## config.mk

```make
export PLATFORM = sky130hd
export DESIGN_NAME = cptor_regs
export DESIGN_NICKNAME = d
export VERILOG_FILES = /design/src/design/cptor_pkg.sv /design/src/design/cptor_field.sv /design/src/design/cptor_regs.sv
export VERILOG_INCLUDE_DIRS = /design/src /design/src/design
export SDC_FILE = /design/constraint.sdc
export NUM_CORES = 1
export LEC_CHECK = 0
export ABC_AREA = 1
export BUFFER_PORTS_ARGS = -buffer_cell sky130_fd_sc_hd__buf_2
export CAP_MARGIN = 20
export CELL_PAD_IN_SITES_DETAIL_PLACEMENT = 0
export CELL_PAD_IN_SITES_GLOBAL_PLACEMENT = 1
export CORE_UTILIZATION = 29
export CTS_CLUSTER_SIZE = 28
export DETAILED_ROUTE_END_ITERATION = 8
export GPL_ROUTABILITY_DRIVEN = 0
export PLACE_DENSITY_LB_ADDON = 0.12
export RECOVER_POWER = 100
export SETUP_SLACK_MARGIN = 0.15
export SLEW_MARGIN = 25
export SYNTH_ARGS = -nofsm -noshare
export SYNTH_HDL_FRONTEND = slang
export SYNTH_SLANG_ARGS = --single-unit
```

## constraint.sdc

```tcl
create_clock -name mclk -period 1.3 [get_ports mclk]
set_clock_uncertainty 0.05 [all_clocks]
set_input_delay 0.195 -clock mclk [delete_from_list [all_inputs] [get_ports mclk]]
set_output_delay 0.195 -clock mclk [all_outputs]
set_load 0.005 [all_outputs]
```

## src/design/cptor_params.svh

```systemverilog
// Register offsets, field layout, reset value and register count
`ifndef CPTOR_PARAMS_SVH
`define CPTOR_PARAMS_SVH
// What this block does
// - Trail time is automatic when bit 7 is 0, else bits 6:0.
// - With trail override clear, value writes are ignored; reads show automatic value.
// - With override set, value field is read/write and drives transmitter timing.
// - Exit time is automatic when bit 7 is 0, else bits 6:0.
// - Lp period is automatic when bit 7 is 0, else bits 6:0.
// - Registers sit on page 0x00 at indexes 0x46, 0x47, 0x48.
`define CPTOR_PAGE 8'h00
`define CPTOR_IDX_TRAIL 8'h46
`define CPTOR_IDX_EXIT 8'h47
`define CPTOR_IDX_LPX 8'h48
`define CPTOR_PAGE_LSB 8
`define CPTOR_OV_BIT 7
`define CPTOR_VAL_MSB 6
`define CPTOR_RESET_VAL 8'h00
`define CPTOR_NUM_REGS 3
`endif

```

## src/design/cptor_pkg.sv

```systemverilog
// Types shared by the timing override register bank
package cptor_pkg;
    typedef logic [6:0] cptor_val_t;
    typedef enum logic [1:0] {CPTOR_IDLE, CPTOR_RESP} cptor_state_t;
endpackage

```

## src/design/cptor_field.sv

```systemverilog
// One override register: select bit plus a 7-bit value field
`timescale 1ns/1ps
`include "cptor_params.svh"
module cptor_field (
    // Clock and reset
    input wire logic mclk,
    input wire logic arst_n,
    // Write side
    input wire logic wrEn,
    input wire logic [7:0] wrData,
    // Timing
    input wire cptor_pkg::cptor_val_t autoVal,
    output cptor_pkg::cptor_val_t effVal,
    output logic [7:0] readVal
);
    logic overSel_r;
    cptor_pkg::cptor_val_t userVal_r;
    wire logic ovNext;
    assign ovNext = wrData[`CPTOR_OV_BIT];

    always_ff @(posedge mclk or negedge arst_n)
    begin
        if (!arst_n)
            overSel_r <= 1'b0;
        else if (wrEn)
            overSel_r <= ovNext;
    end

    // The value is taken only when override is or becomes set in the
    // same write, so setting bit 7 and a value in one access works.
    always_ff @(posedge mclk or negedge arst_n)
    begin
        if (!arst_n)
            userVal_r <= 7'h00;
        else if (wrEn && ovNext)
            userVal_r <= wrData[`CPTOR_VAL_MSB:0];
    end

    assign effVal = overSel_r ? userVal_r : autoVal;
    assign readVal = {overSel_r, effVal};
endmodule

```

## src/design/cptor_regs.sv

```systemverilog
// Avalon-MM slave holding the three D-PHY timing override registers
//
// The implementer's own choice: the Avalon-MM interface to the registers.
`timescale 1ns/1ps
`include "cptor_params.svh"
module cptor_regs (
    // Clock and reset
    input wire logic mclk,
    input wire logic arst_n,
    // Avalon-MM slave
    input wire logic [15:0] avsAddress,
    input wire logic avsRead,
    input wire logic avsWrite,
    input wire logic [31:0] avsWritedata,
    input wire logic [3:0] avsByteenable,
    output logic [31:0] avsReaddata,
    output logic avsWaitrequest,
    // Automatic timing from the transmitter controller
    input wire cptor_pkg::cptor_val_t autoTrail,
    input wire cptor_pkg::cptor_val_t autoExit,
    input wire cptor_pkg::cptor_val_t autoLpPeriod,
    // Effective timing to the transmitter
    output cptor_pkg::cptor_val_t trailTime,
    output cptor_pkg::cptor_val_t exitTime,
    output cptor_pkg::cptor_val_t lpPeriod
);
    // Address is word index: page in [15:8], register in [7:0]
    cptor_pkg::cptor_state_t state_r;
    logic [31:0] rdData_r;
    logic wait_r;
    cptor_pkg::cptor_val_t trail_r, exit_r, lpx_r;
    wire logic [7:0] regIdx;
    wire logic pageHit;
    wire logic [2:0] hit;
    wire logic accept;
    wire logic [2:0] wrSel;
    wire cptor_pkg::cptor_val_t autoV [3];
    wire cptor_pkg::cptor_val_t effV [3];
    wire logic [7:0] rdV [3];
    wire logic [7:0] rdMux;

    assign regIdx = avsAddress[7:0];
    assign pageHit = avsAddress[15:`CPTOR_PAGE_LSB] == `CPTOR_PAGE;
    assign hit[0] = pageHit && regIdx == `CPTOR_IDX_TRAIL;
    assign hit[1] = pageHit && regIdx == `CPTOR_IDX_EXIT;
    assign hit[2] = pageHit && regIdx == `CPTOR_IDX_LPX;
    assign accept = state_r == cptor_pkg::CPTOR_IDLE;
    assign autoV[0] = autoTrail;
    assign autoV[1] = autoExit;
    assign autoV[2] = autoLpPeriod;
    // Registers are one byte wide, so only lane 0 carries a write
    assign wrSel = {3{accept && avsWrite && avsByteenable[0]}} & hit;
    assign rdMux = hit[0] ? rdV[0] : hit[1] ? rdV[1] :
                   hit[2] ? rdV[2] : 8'h00;

    genvar g;
    generate
        for (g = 0; g < `CPTOR_NUM_REGS; g++)
        begin : gReg
            cptor_field uField (
                .mclk(mclk),
                .arst_n(arst_n),
                .wrEn(wrSel[g]),
                .wrData(avsWritedata[7:0]),
                .autoVal(autoV[g]),
                .effVal(effV[g]),
                .readVal(rdV[g])
            );
        end
    endgenerate

    // Every access answers one cycle after it is seen; unmapped reads 0
    always_ff @(posedge mclk or negedge arst_n)
    begin
        if (!arst_n)
            state_r <= cptor_pkg::CPTOR_IDLE;
        else
        begin
            case (state_r)
                cptor_pkg::CPTOR_IDLE:
                    if (avsRead || avsWrite)
                        state_r <= cptor_pkg::CPTOR_RESP;
                cptor_pkg::CPTOR_RESP:
                    state_r <= cptor_pkg::CPTOR_IDLE;
                default:
                    state_r <= cptor_pkg::CPTOR_IDLE;
            endcase
        end
    end

    // The write lands at the accepting edge, the same edge at which waitrequest
    // falls; the master holds its data until then, so nobody sees the
    // difference, and the answer never waits on the field update.
    always_ff @(posedge mclk or negedge arst_n)
    begin
        if (!arst_n)
            wait_r <= 1'b1;
        else
            wait_r <= !(accept && (avsRead || avsWrite));
    end

    always_ff @(posedge mclk or negedge arst_n)
    begin
        if (!arst_n)
            rdData_r <= 32'h0000_0000;
        else if (accept && avsRead)
            rdData_r <= {24'h00_0000, rdMux};
    end

    // Registered outputs; one cycle behind the effective values
    always_ff @(posedge mclk or negedge arst_n)
    begin
        if (!arst_n)
        begin
            trail_r <= 7'h00;
            exit_r <= 7'h00;
            lpx_r <= 7'h00;
        end
        else
        begin
            trail_r <= effV[0];
            exit_r <= effV[1];
            lpx_r <= effV[2];
        end
    end

    assign avsWaitrequest = wait_r;
    assign avsReaddata = rdData_r;
    assign trailTime = trail_r;
    assign exitTime = exit_r;
    assign lpPeriod = lpx_r;
endmodule

```

-- Word level (Yosys, flattened, before mapping)
Index checks and enable logic that the tools add are counted.
- bits in registers: 56
- bits in latches: 0
- RAM bits: 0
- bits in read-only memories: 0
- bits of input ports: 77
- output and inout bits: 54
- logic and storage cells: 39
- memories: 0
- add/sub/neg operators: 0
- multipliers: 0
- div/mod/pow operators: 0
- $lt $le $gt $ge: 0
- equality and inequality tests: 4
- shifts and indexed selects: 0
- multiplexer cells: 8
- bitwise operators: 1
- reductions and logical operators: 14
- operator list (cell ; count):
    8-bit by 7-bit equality test with 1-bit output, second input constant ; 3
    8-bit two-way mux ; 3
    7-bit two-way mux ; 3
    1-bit logical AND ; 10
    8-bit logical NOT ; 1
    2-bit two-way mux ; 2
    3-bit bitwise AND ; 1
    2-bit logical NOT ; 1
    2-bit by 1-bit != test with 1-bit output, second input constant ; 1
    1-bit logical NOT ; 1
    1-bit logical OR ; 1

-- Logic depth before layout (Yosys ltp)
Gate-level depths: netlist of run 1.
- word-level depth: 5
- mapped depth: 9
- depth with buffers taken out: 9

-- Modules after synthesis
From an unflattened synthesis of run 1, not the netlist that was laid out.
- cell total of the unflattened synthesis: 341
- area total of the unflattened synthesis: 2906.5 µm²
- by module, submodules not included (module ; times used ; cells each ; area an instance (µm²) ; sequential area each (µm²)):
    cptor_field ; 3 ; 64 ; 489.2 ; 200.2
    cptor_regs ; 1 ; 149 ; 1438.9 ; 777.0

-- Least setup slack after synthesis of run 1
OpenSTA, ideal clock, no wires.
- kind: register to register
- start: register state_r[0]
- end: register gReg[0].uField.userVal_r[0]
- setup time: 117 ps
- arrival time: 1097 ps
- required time: 1133 ps
- path slack: 36 ps
- cell stages (with the launch flop): 7
- path buffers: 0
- period minus slack after synthesis: 1264 ps
- cell sequence: dfrtp_1 > inv_1 > nand3_2 > inv_1 > nand3_4 > nand2_1 > nand2_1
- longest elaborated chain between the ends: 5
- ends and longest elaborated chain (what ; line ; text):
    start, declared ; cptor_regs.sv:28 ; cptor_pkg::cptor_state_t state_r;
    start signal, assigned ; cptor_regs.sv:76 ; state_r <= cptor_pkg::CPTOR_IDLE;
    start signal, assigned ; cptor_regs.sv:82 ; state_r <= cptor_pkg::CPTOR_RESP;
    start signal, assigned ; cptor_regs.sv:84 ; state_r <= cptor_pkg::CPTOR_IDLE;
    2-bit logical NOT ; cptor_regs.sv:47 ; assign accept = state_r == cptor_pkg::CPTOR_IDLE;
    1-bit logical AND (2 in a row) ; cptor_regs.sv:52 ; assign wrSel = {3{accept && avsWrite && avsByteenable[0]}} & hit;
    3-bit bitwise AND ; cptor_regs.sv:52 ;
    1-bit logical AND ; cptor_field.sv:35 ; else if (wrEn && ovNext)
    end signal, assigned ; cptor_field.sv:36 ; userVal_r <= wrData[`CPTOR_VAL_MSB:0];
    end, declared ; cptor_field.sv:17 ; cptor_pkg::cptor_val_t userVal_r;
Every way passes these cells.
A chain may end at the register's enable or synchronous reset.

-- Worst setup path after layout of run 1
- start: register state_r[0]
- end: register gReg[2].uField.userVal_r[4]
- longest elaborated chain between the ends: 5
- ends and longest elaborated chain (what ; line):
    2-bit logical NOT ; cptor_regs.sv:47
    1-bit logical AND (2 in a row) ; cptor_regs.sv:52
    3-bit bitwise AND ; cptor_regs.sv:52
    1-bit logical AND ; cptor_field.sv:35
    end signal, assigned ; cptor_field.sv:36
    end, declared ; cptor_field.sv:17
Every way passes these cells.

==> metrics.cfg, run 1 <==
[outcome]
status=complete, no violations

[detailed_routing]
dr.pass1.iters=4
drtIter0Drc=55
routedWlPerCell_um=12.5
final_antenna_net_count=0
via_count=2406
wl_um=7170
viasPerCell=4.18
drc=0

[clock_tree]
cts-root-buf=clkbuf_8
cts_max_path_buffers=2
clock_latency_ns=0.31
clock_sinks=55
cts_max_level=2
cts_made_buffers=5
cts_tree=done
path_clk_slew_ns=0.10

[global_routing]
grt_pass1_wl_um=11200
antenna_found_initial=0
overflow=0
first_global_vias=2220
grtUsageTotal=0.146
grt_max_degree=29

[placement]
dp.cells=556
portBuffers=79
hpwl_um=5620
place_ws_ns=-0.102
dpl_cell_area_mm2=0.00348

[setup_path]
cp_max_fo=8
critPathSlowestCell=dfrtp_1
path_common_cell=nand2_1
reg2reg_depth=6
path_cells=inv_2 -> nand3_4 -> nor2_8 -> nand2_4 -> nand2_1 -> nand2_1
worst_ep_required_time_ns=1.46
crit_arrival_ns=1.40
path_buf_inv=1
r2r-end=gReg[2].uField.userVal_r[4]
reg2reg_slack_ns=0.07
end_kind=flop
crit_path_max_incr_delay_ns=0.40
rr_startpoint=state_r[0]
criticalPathCategory=flop to flop
path_delay_family=simple AND/OR/NAND/NOR gates
cp-start-kind=flop

[sta]
final-max-slew-violation-count=0
hold_viol=0
min_period_ns=1.23
fin_ws_ns=0.0656
fin_crit_sh=0.950
setup_viol_count_final=0
fmax_mhz=810
rsz0062_at_grt=true

[die]
fp.coreArea_mm2=0.00924
placementRows=35
start_util=0.300
fp.dieH_um=99.8
io-pin-count=131
die_w_um=99.8
dieArea_mm2=0.00997

[yosys]
ys_ff_latch=55
yosysSeqAreaShare=0.496
ys_warn_count=0
synth_area_mm2=0.00278
synth_cell_type_count=22
synthCells=335
syn_avg_cell_area_um2=8.28

[layout]
mostFrequentLayoutCell=nand2_1
fin_cells=576
antennaDiodeCount=0
area_delta_synth_final_pct=43.1
final_area_mm2=0.00397
drive_above_1_share=0.494
final_util=0.430
final_cell_mix=nand2_1, buf_2, dfrtp_1
final_net_count=523

[min_path]
hold_depth=2
min_path_type=primary input to flop
whs_endpoint=avsWaitrequest
min_from=avsRead

[pwr]
clkPwrFrac=0.325
vdd_ir_drop_max_uv=358
switching_share=0.248
power.total_mw=3.21
power-per-cell-area_mw_per_mm2=808
p_int_mw=2.41
seqPwrFrac=0.549
combPwrFrac=0.127
p_leak_nw=2.25
switching_power_uw=797

[job]
drv_cap=0

## cells in the mapped netlist
cell type / n / area share
nand2_2: 1 / 0.0023
buf_4: 24 / 0.065
nand3_2: 1 / 0.0036
nor2_4: 4 / 0.016
o21ai_1: 2 / 0.0036
nand2_1: 128 / 0.17
nand3_1: 44 / 0.079
nor2_1: 17 / 0.023
buf_2: 4 / 0.0072
nand3_4: 1 / 0.0063
inv_1: 25 / 0.034
conb_1: 1 / 0.0014
nor2_2: 1 / 0.0023
dfrtp_1: 54 / 0.49
nor2_8: 3 / 0.022
dfstp_2: 1 / 0.0095
buf_6: 2 / 0.0081
nand2_4: 6 / 0.024
nand4_1: 7 / 0.016
o21ai_0: 6 / 0.011
clkinv_4: 1 / 0.0032
clkbuf_1: 2 / 0.0027
## cell type report
type	count	area, µm²
fill	975	5270
inverter	26	128
multi-input combinational	245	1470
sequential	55	1380
timing repair buffer	113	729
clock buffer	8	100
tap	129	161
## power groups by stage
stage | logic (mW) | registers, mW | clock network [mW]
global placement | 0.354 | 1.79 | 0
floorplan | 0.184 | 1.80 | 0
detailed placement | 0.356 | 1.79 | 0
finish | 0.407 | 1.76 | 1.04
CTS | 0.362 | 1.76 | 1.08
global route | 0.457 | 1.77 | 1.15
## cell families after synthesis
logic type             synth area share
DFF                               0.496
and+or+nand+nor                   0.368
AOI/OAI and AO/OA                0.0144
buffers and inverters             0.120
other                           0.00135
## layer usage
metal,share of wire,global-route usage,vias up
li1,-,-,1225
met1,0.48,0.206,1118
met2,0.48,0.232,59
met3,0.037,0.0244,4
met4,0.0064,0.0407,0
met5,0,0,-
## state kept, by name, indices dropped and copies added (netlist names)
| name | count |
|---|---|
| state_r | 1 |
| avsWaitrequest | 1 |
| gReg.uField.overSel_r | 3 |
| lpPeriod | 7 |
| gReg.uField.userVal_r | 21 |
| trailTime | 7 |
| exitTime | 7 |
| avsReaddata | 8 |
## through the flow
stage / hold slack [ns] / TNS (ns)
floorplan: -0.151 / 0
global placement: 0.0174 / -1.36
detailed placement: 0.0180 / -1.62
CTS: 0.0171 / 0
global route: 0.0307 / -0.137
finish: 0.0252 / 0
## what timing repair did
action | 4_1_cts | 5_1_grt
pin swaps | 21 | 34
cloned | 0 | 1
hold endpoints to repair | 54 | 0
setup buffers | 4 | 6
hold buffers | 1 | 0
endpoints found under the setup margin | 34 | 35
gates resized for setup | 29 | 68
## worst max-delay path by stage
stage                              from                     endpoint  slack [ns]  cells past startpoint
2_1_floorplan             avsAddress[6]  gReg[1].uField.userVal_r[0]        0.12                      9
3_3_place_gp             avsAddress[13]               avsReaddata[1]       -0.08                      9
3_5_place_dp             avsAddress[13]               avsReaddata[1]       -0.10                      9
4_1_cts        gReg[0].uField.overSel_r               avsReaddata[1]        0.03                      7
5_1_grt                      state_r[0]  gReg[2].uField.userVal_r[4]       -0.02                      6
6_report                     state_r[0]  gReg[2].uField.userVal_r[4]        0.07                      6
Note: power is estimated with default switching activity, not from simulation.
==> run 2: changes to the inputs <==
CORE_UTILIZATION = 33   (was 29)
clock period = 1.25 ns   (was 1.3 ns; I/O delays follow)
==> metrics.cfg, run 2 (synthesis gave the netlist of run 1 again) <==
[pwr]
switching_share=0.251
p_int_mw=2.40
p_leak_nw=2.31
vdd_ir_drop_max_uv=412
clkPwrFrac=0.296
switching_power_uw=802
combPwrFrac=0.132
seqPwrFrac=0.572
power-per-cell-area_mw_per_mm2=792

[sta]
fin_crit_sh=1.01
hold_viol=0
min_period_ns=1.26
rsz0062_at_grt=true
setup_viol_count_final=1
fmax_mhz=795
final-max-slew-violation-count=0
max-slew-margin-rel=0.539
worstMarginPinSlew_ns=0.692
fin_ws_ns=-0.00715

[detailed_routing]
drtIter0Drc=71
viasPerCell=4.44
final_antenna_net_count=0
drc=0
dr.pass1.iters=4
via_count=2535
routedWlPerCell_um=12.3
wl_um=7040

[outcome]
violations=setup timing
status=finished, violations left

[layout]
final_util=0.494
drive_above_1_share=0.506
fin_cells=571
antennaDiodeCount=0
fill_cells=831
mostFrequentLayoutCell=nand2_1
final_net_count=542
largest_reg_flops=21
area_delta_synth_final_pct=45.7
top_register=gReg.uField.userVal_r
final_cell_mix=nand2_1, buf_2, dfrtp_1

[clock_tree]
cts_tree=done
cts_max_path_buffers=2
clock_latency_ns=0.30
cts_made_buffers=5
cts_max_level=2
clock_sinks=55
path_clk_slew_ns=0.09
cts-root-buf=clkbuf_8

[global_routing]
grt_pass1_wl_um=11000
grtUsageTotal=0.164
overflow=0
antenna_found_initial=0
grt_max_degree=56
first_global_vias=2313

[setup_path]
cp_max_fo=4
critical_path.startpoint=state_r[0]
reg2reg_depth=6
r2r-end=gReg[2].uField.overSel_r
end_kind=flop
criticalPathCategory=flop to flop
crit_arrival_ns=1.40
rr_startpoint=state_r[0]
worst_ep_required_time_ns=1.39
critical_path.endpoint=gReg[2].uField.overSel_r
reg2reg_slack_ns=-0.007
cp-start-kind=flop

[min_path]
min_path_type=primary input to flop

[die]
placementRows=33
io-pin-count=131
fp.coreArea_mm2=0.00818
start_util=0.339
die_w_um=93.7
fp.dieH_um=93.7
dieArea_mm2=0.00878

[placement]
portBuffers=79
hpwl_um=5330
dp.cells=541

[job]
drv_cap=0

run 2: what timing repair did:
action                                  4_1_cts  5_1_grt
hold buffers                                  1        0
gates cloned                                  0        1
resized for setup                            50       41
endpoints found under the setup margin       35       40
pin swaps                                    27       18
buffers inserted                              9       11
hold endpoints to repair                     54        0
run 2: cell type report:
class	instances	area (µm²)	area share
inverter	26	125	0.0310
clock buffer	8	80.1	0.0198
timing repair buffer	132	871	0.215
sequential	55	1380	0.342
tap	105	131	0.0325
multi-input combinational	245	1450	0.360
run 2: worst min-delay path by stage:
stage,start,endpoint,slack [ns],depth (start not counted)
after floorplan,arst_n,avsReaddata[0],-0.16,0
after CTS,avsRead,avsWaitrequest,0.03,2
final,avsRead,avsWaitrequest,0.04,2
after global placement,arst_n,avsReaddata[0],0.16,2
after global routing,avsRead,avsWaitrequest,0.04,2
after detailed placement,arst_n,avsReaddata[0],0.16,2
run 2: through the flow:
step | total power, mW | area [µm²] | hold WS (ns) | setup slack [ns] | setup TNS, ns
finish | 3.20 | 4040 | 0.0374 | -0.00715 | -0.00715
floorplan | 2.06 | 2940 | -0.158 | 0.0784 | 0
global route | 3.37 | 4040 | 0.0396 | -0.0701 | -0.872
detailed placement | 2.24 | 3520 | 0.161 | -0.128 | -2.70
CTS | 3.20 | 3810 | 0.0323 | 0.00370 | 0
global placement | 2.23 | 3520 | 0.158 | -0.111 | -2.33
run 2: worst max-delay path, stage by stage (launching register included):
cell,delay (ns)
dfrtp_1,0.40
inv_2,0.07
nand3_4,0.16
nor2_8,0.22
buf_4,0.13
buf_6,0.08
o21ai_2,0.04
run 2: per-layer routing:
metal | GRT usage | vias up | part of all wire
met4 | 0.0385 | 0 | 0.012
met1 | 0.220 | 1202 | 0.45
li1 | - | 1256 | -
met5 | 0 | - | 0
met2 | 0.276 | 70 | 0.50
met3 | 0.0267 | 7 | 0.047
run 2: power groups by stage:
stage	registers, mW	logic, mW	clock network [mW]
finish	1.83	0.422	0.946
global route	1.84	0.472	1.06
CTS	1.83	0.388	0.980
detailed placement	1.87	0.371	0
global placement	1.86	0.367	0
floorplan	1.87	0.192	0
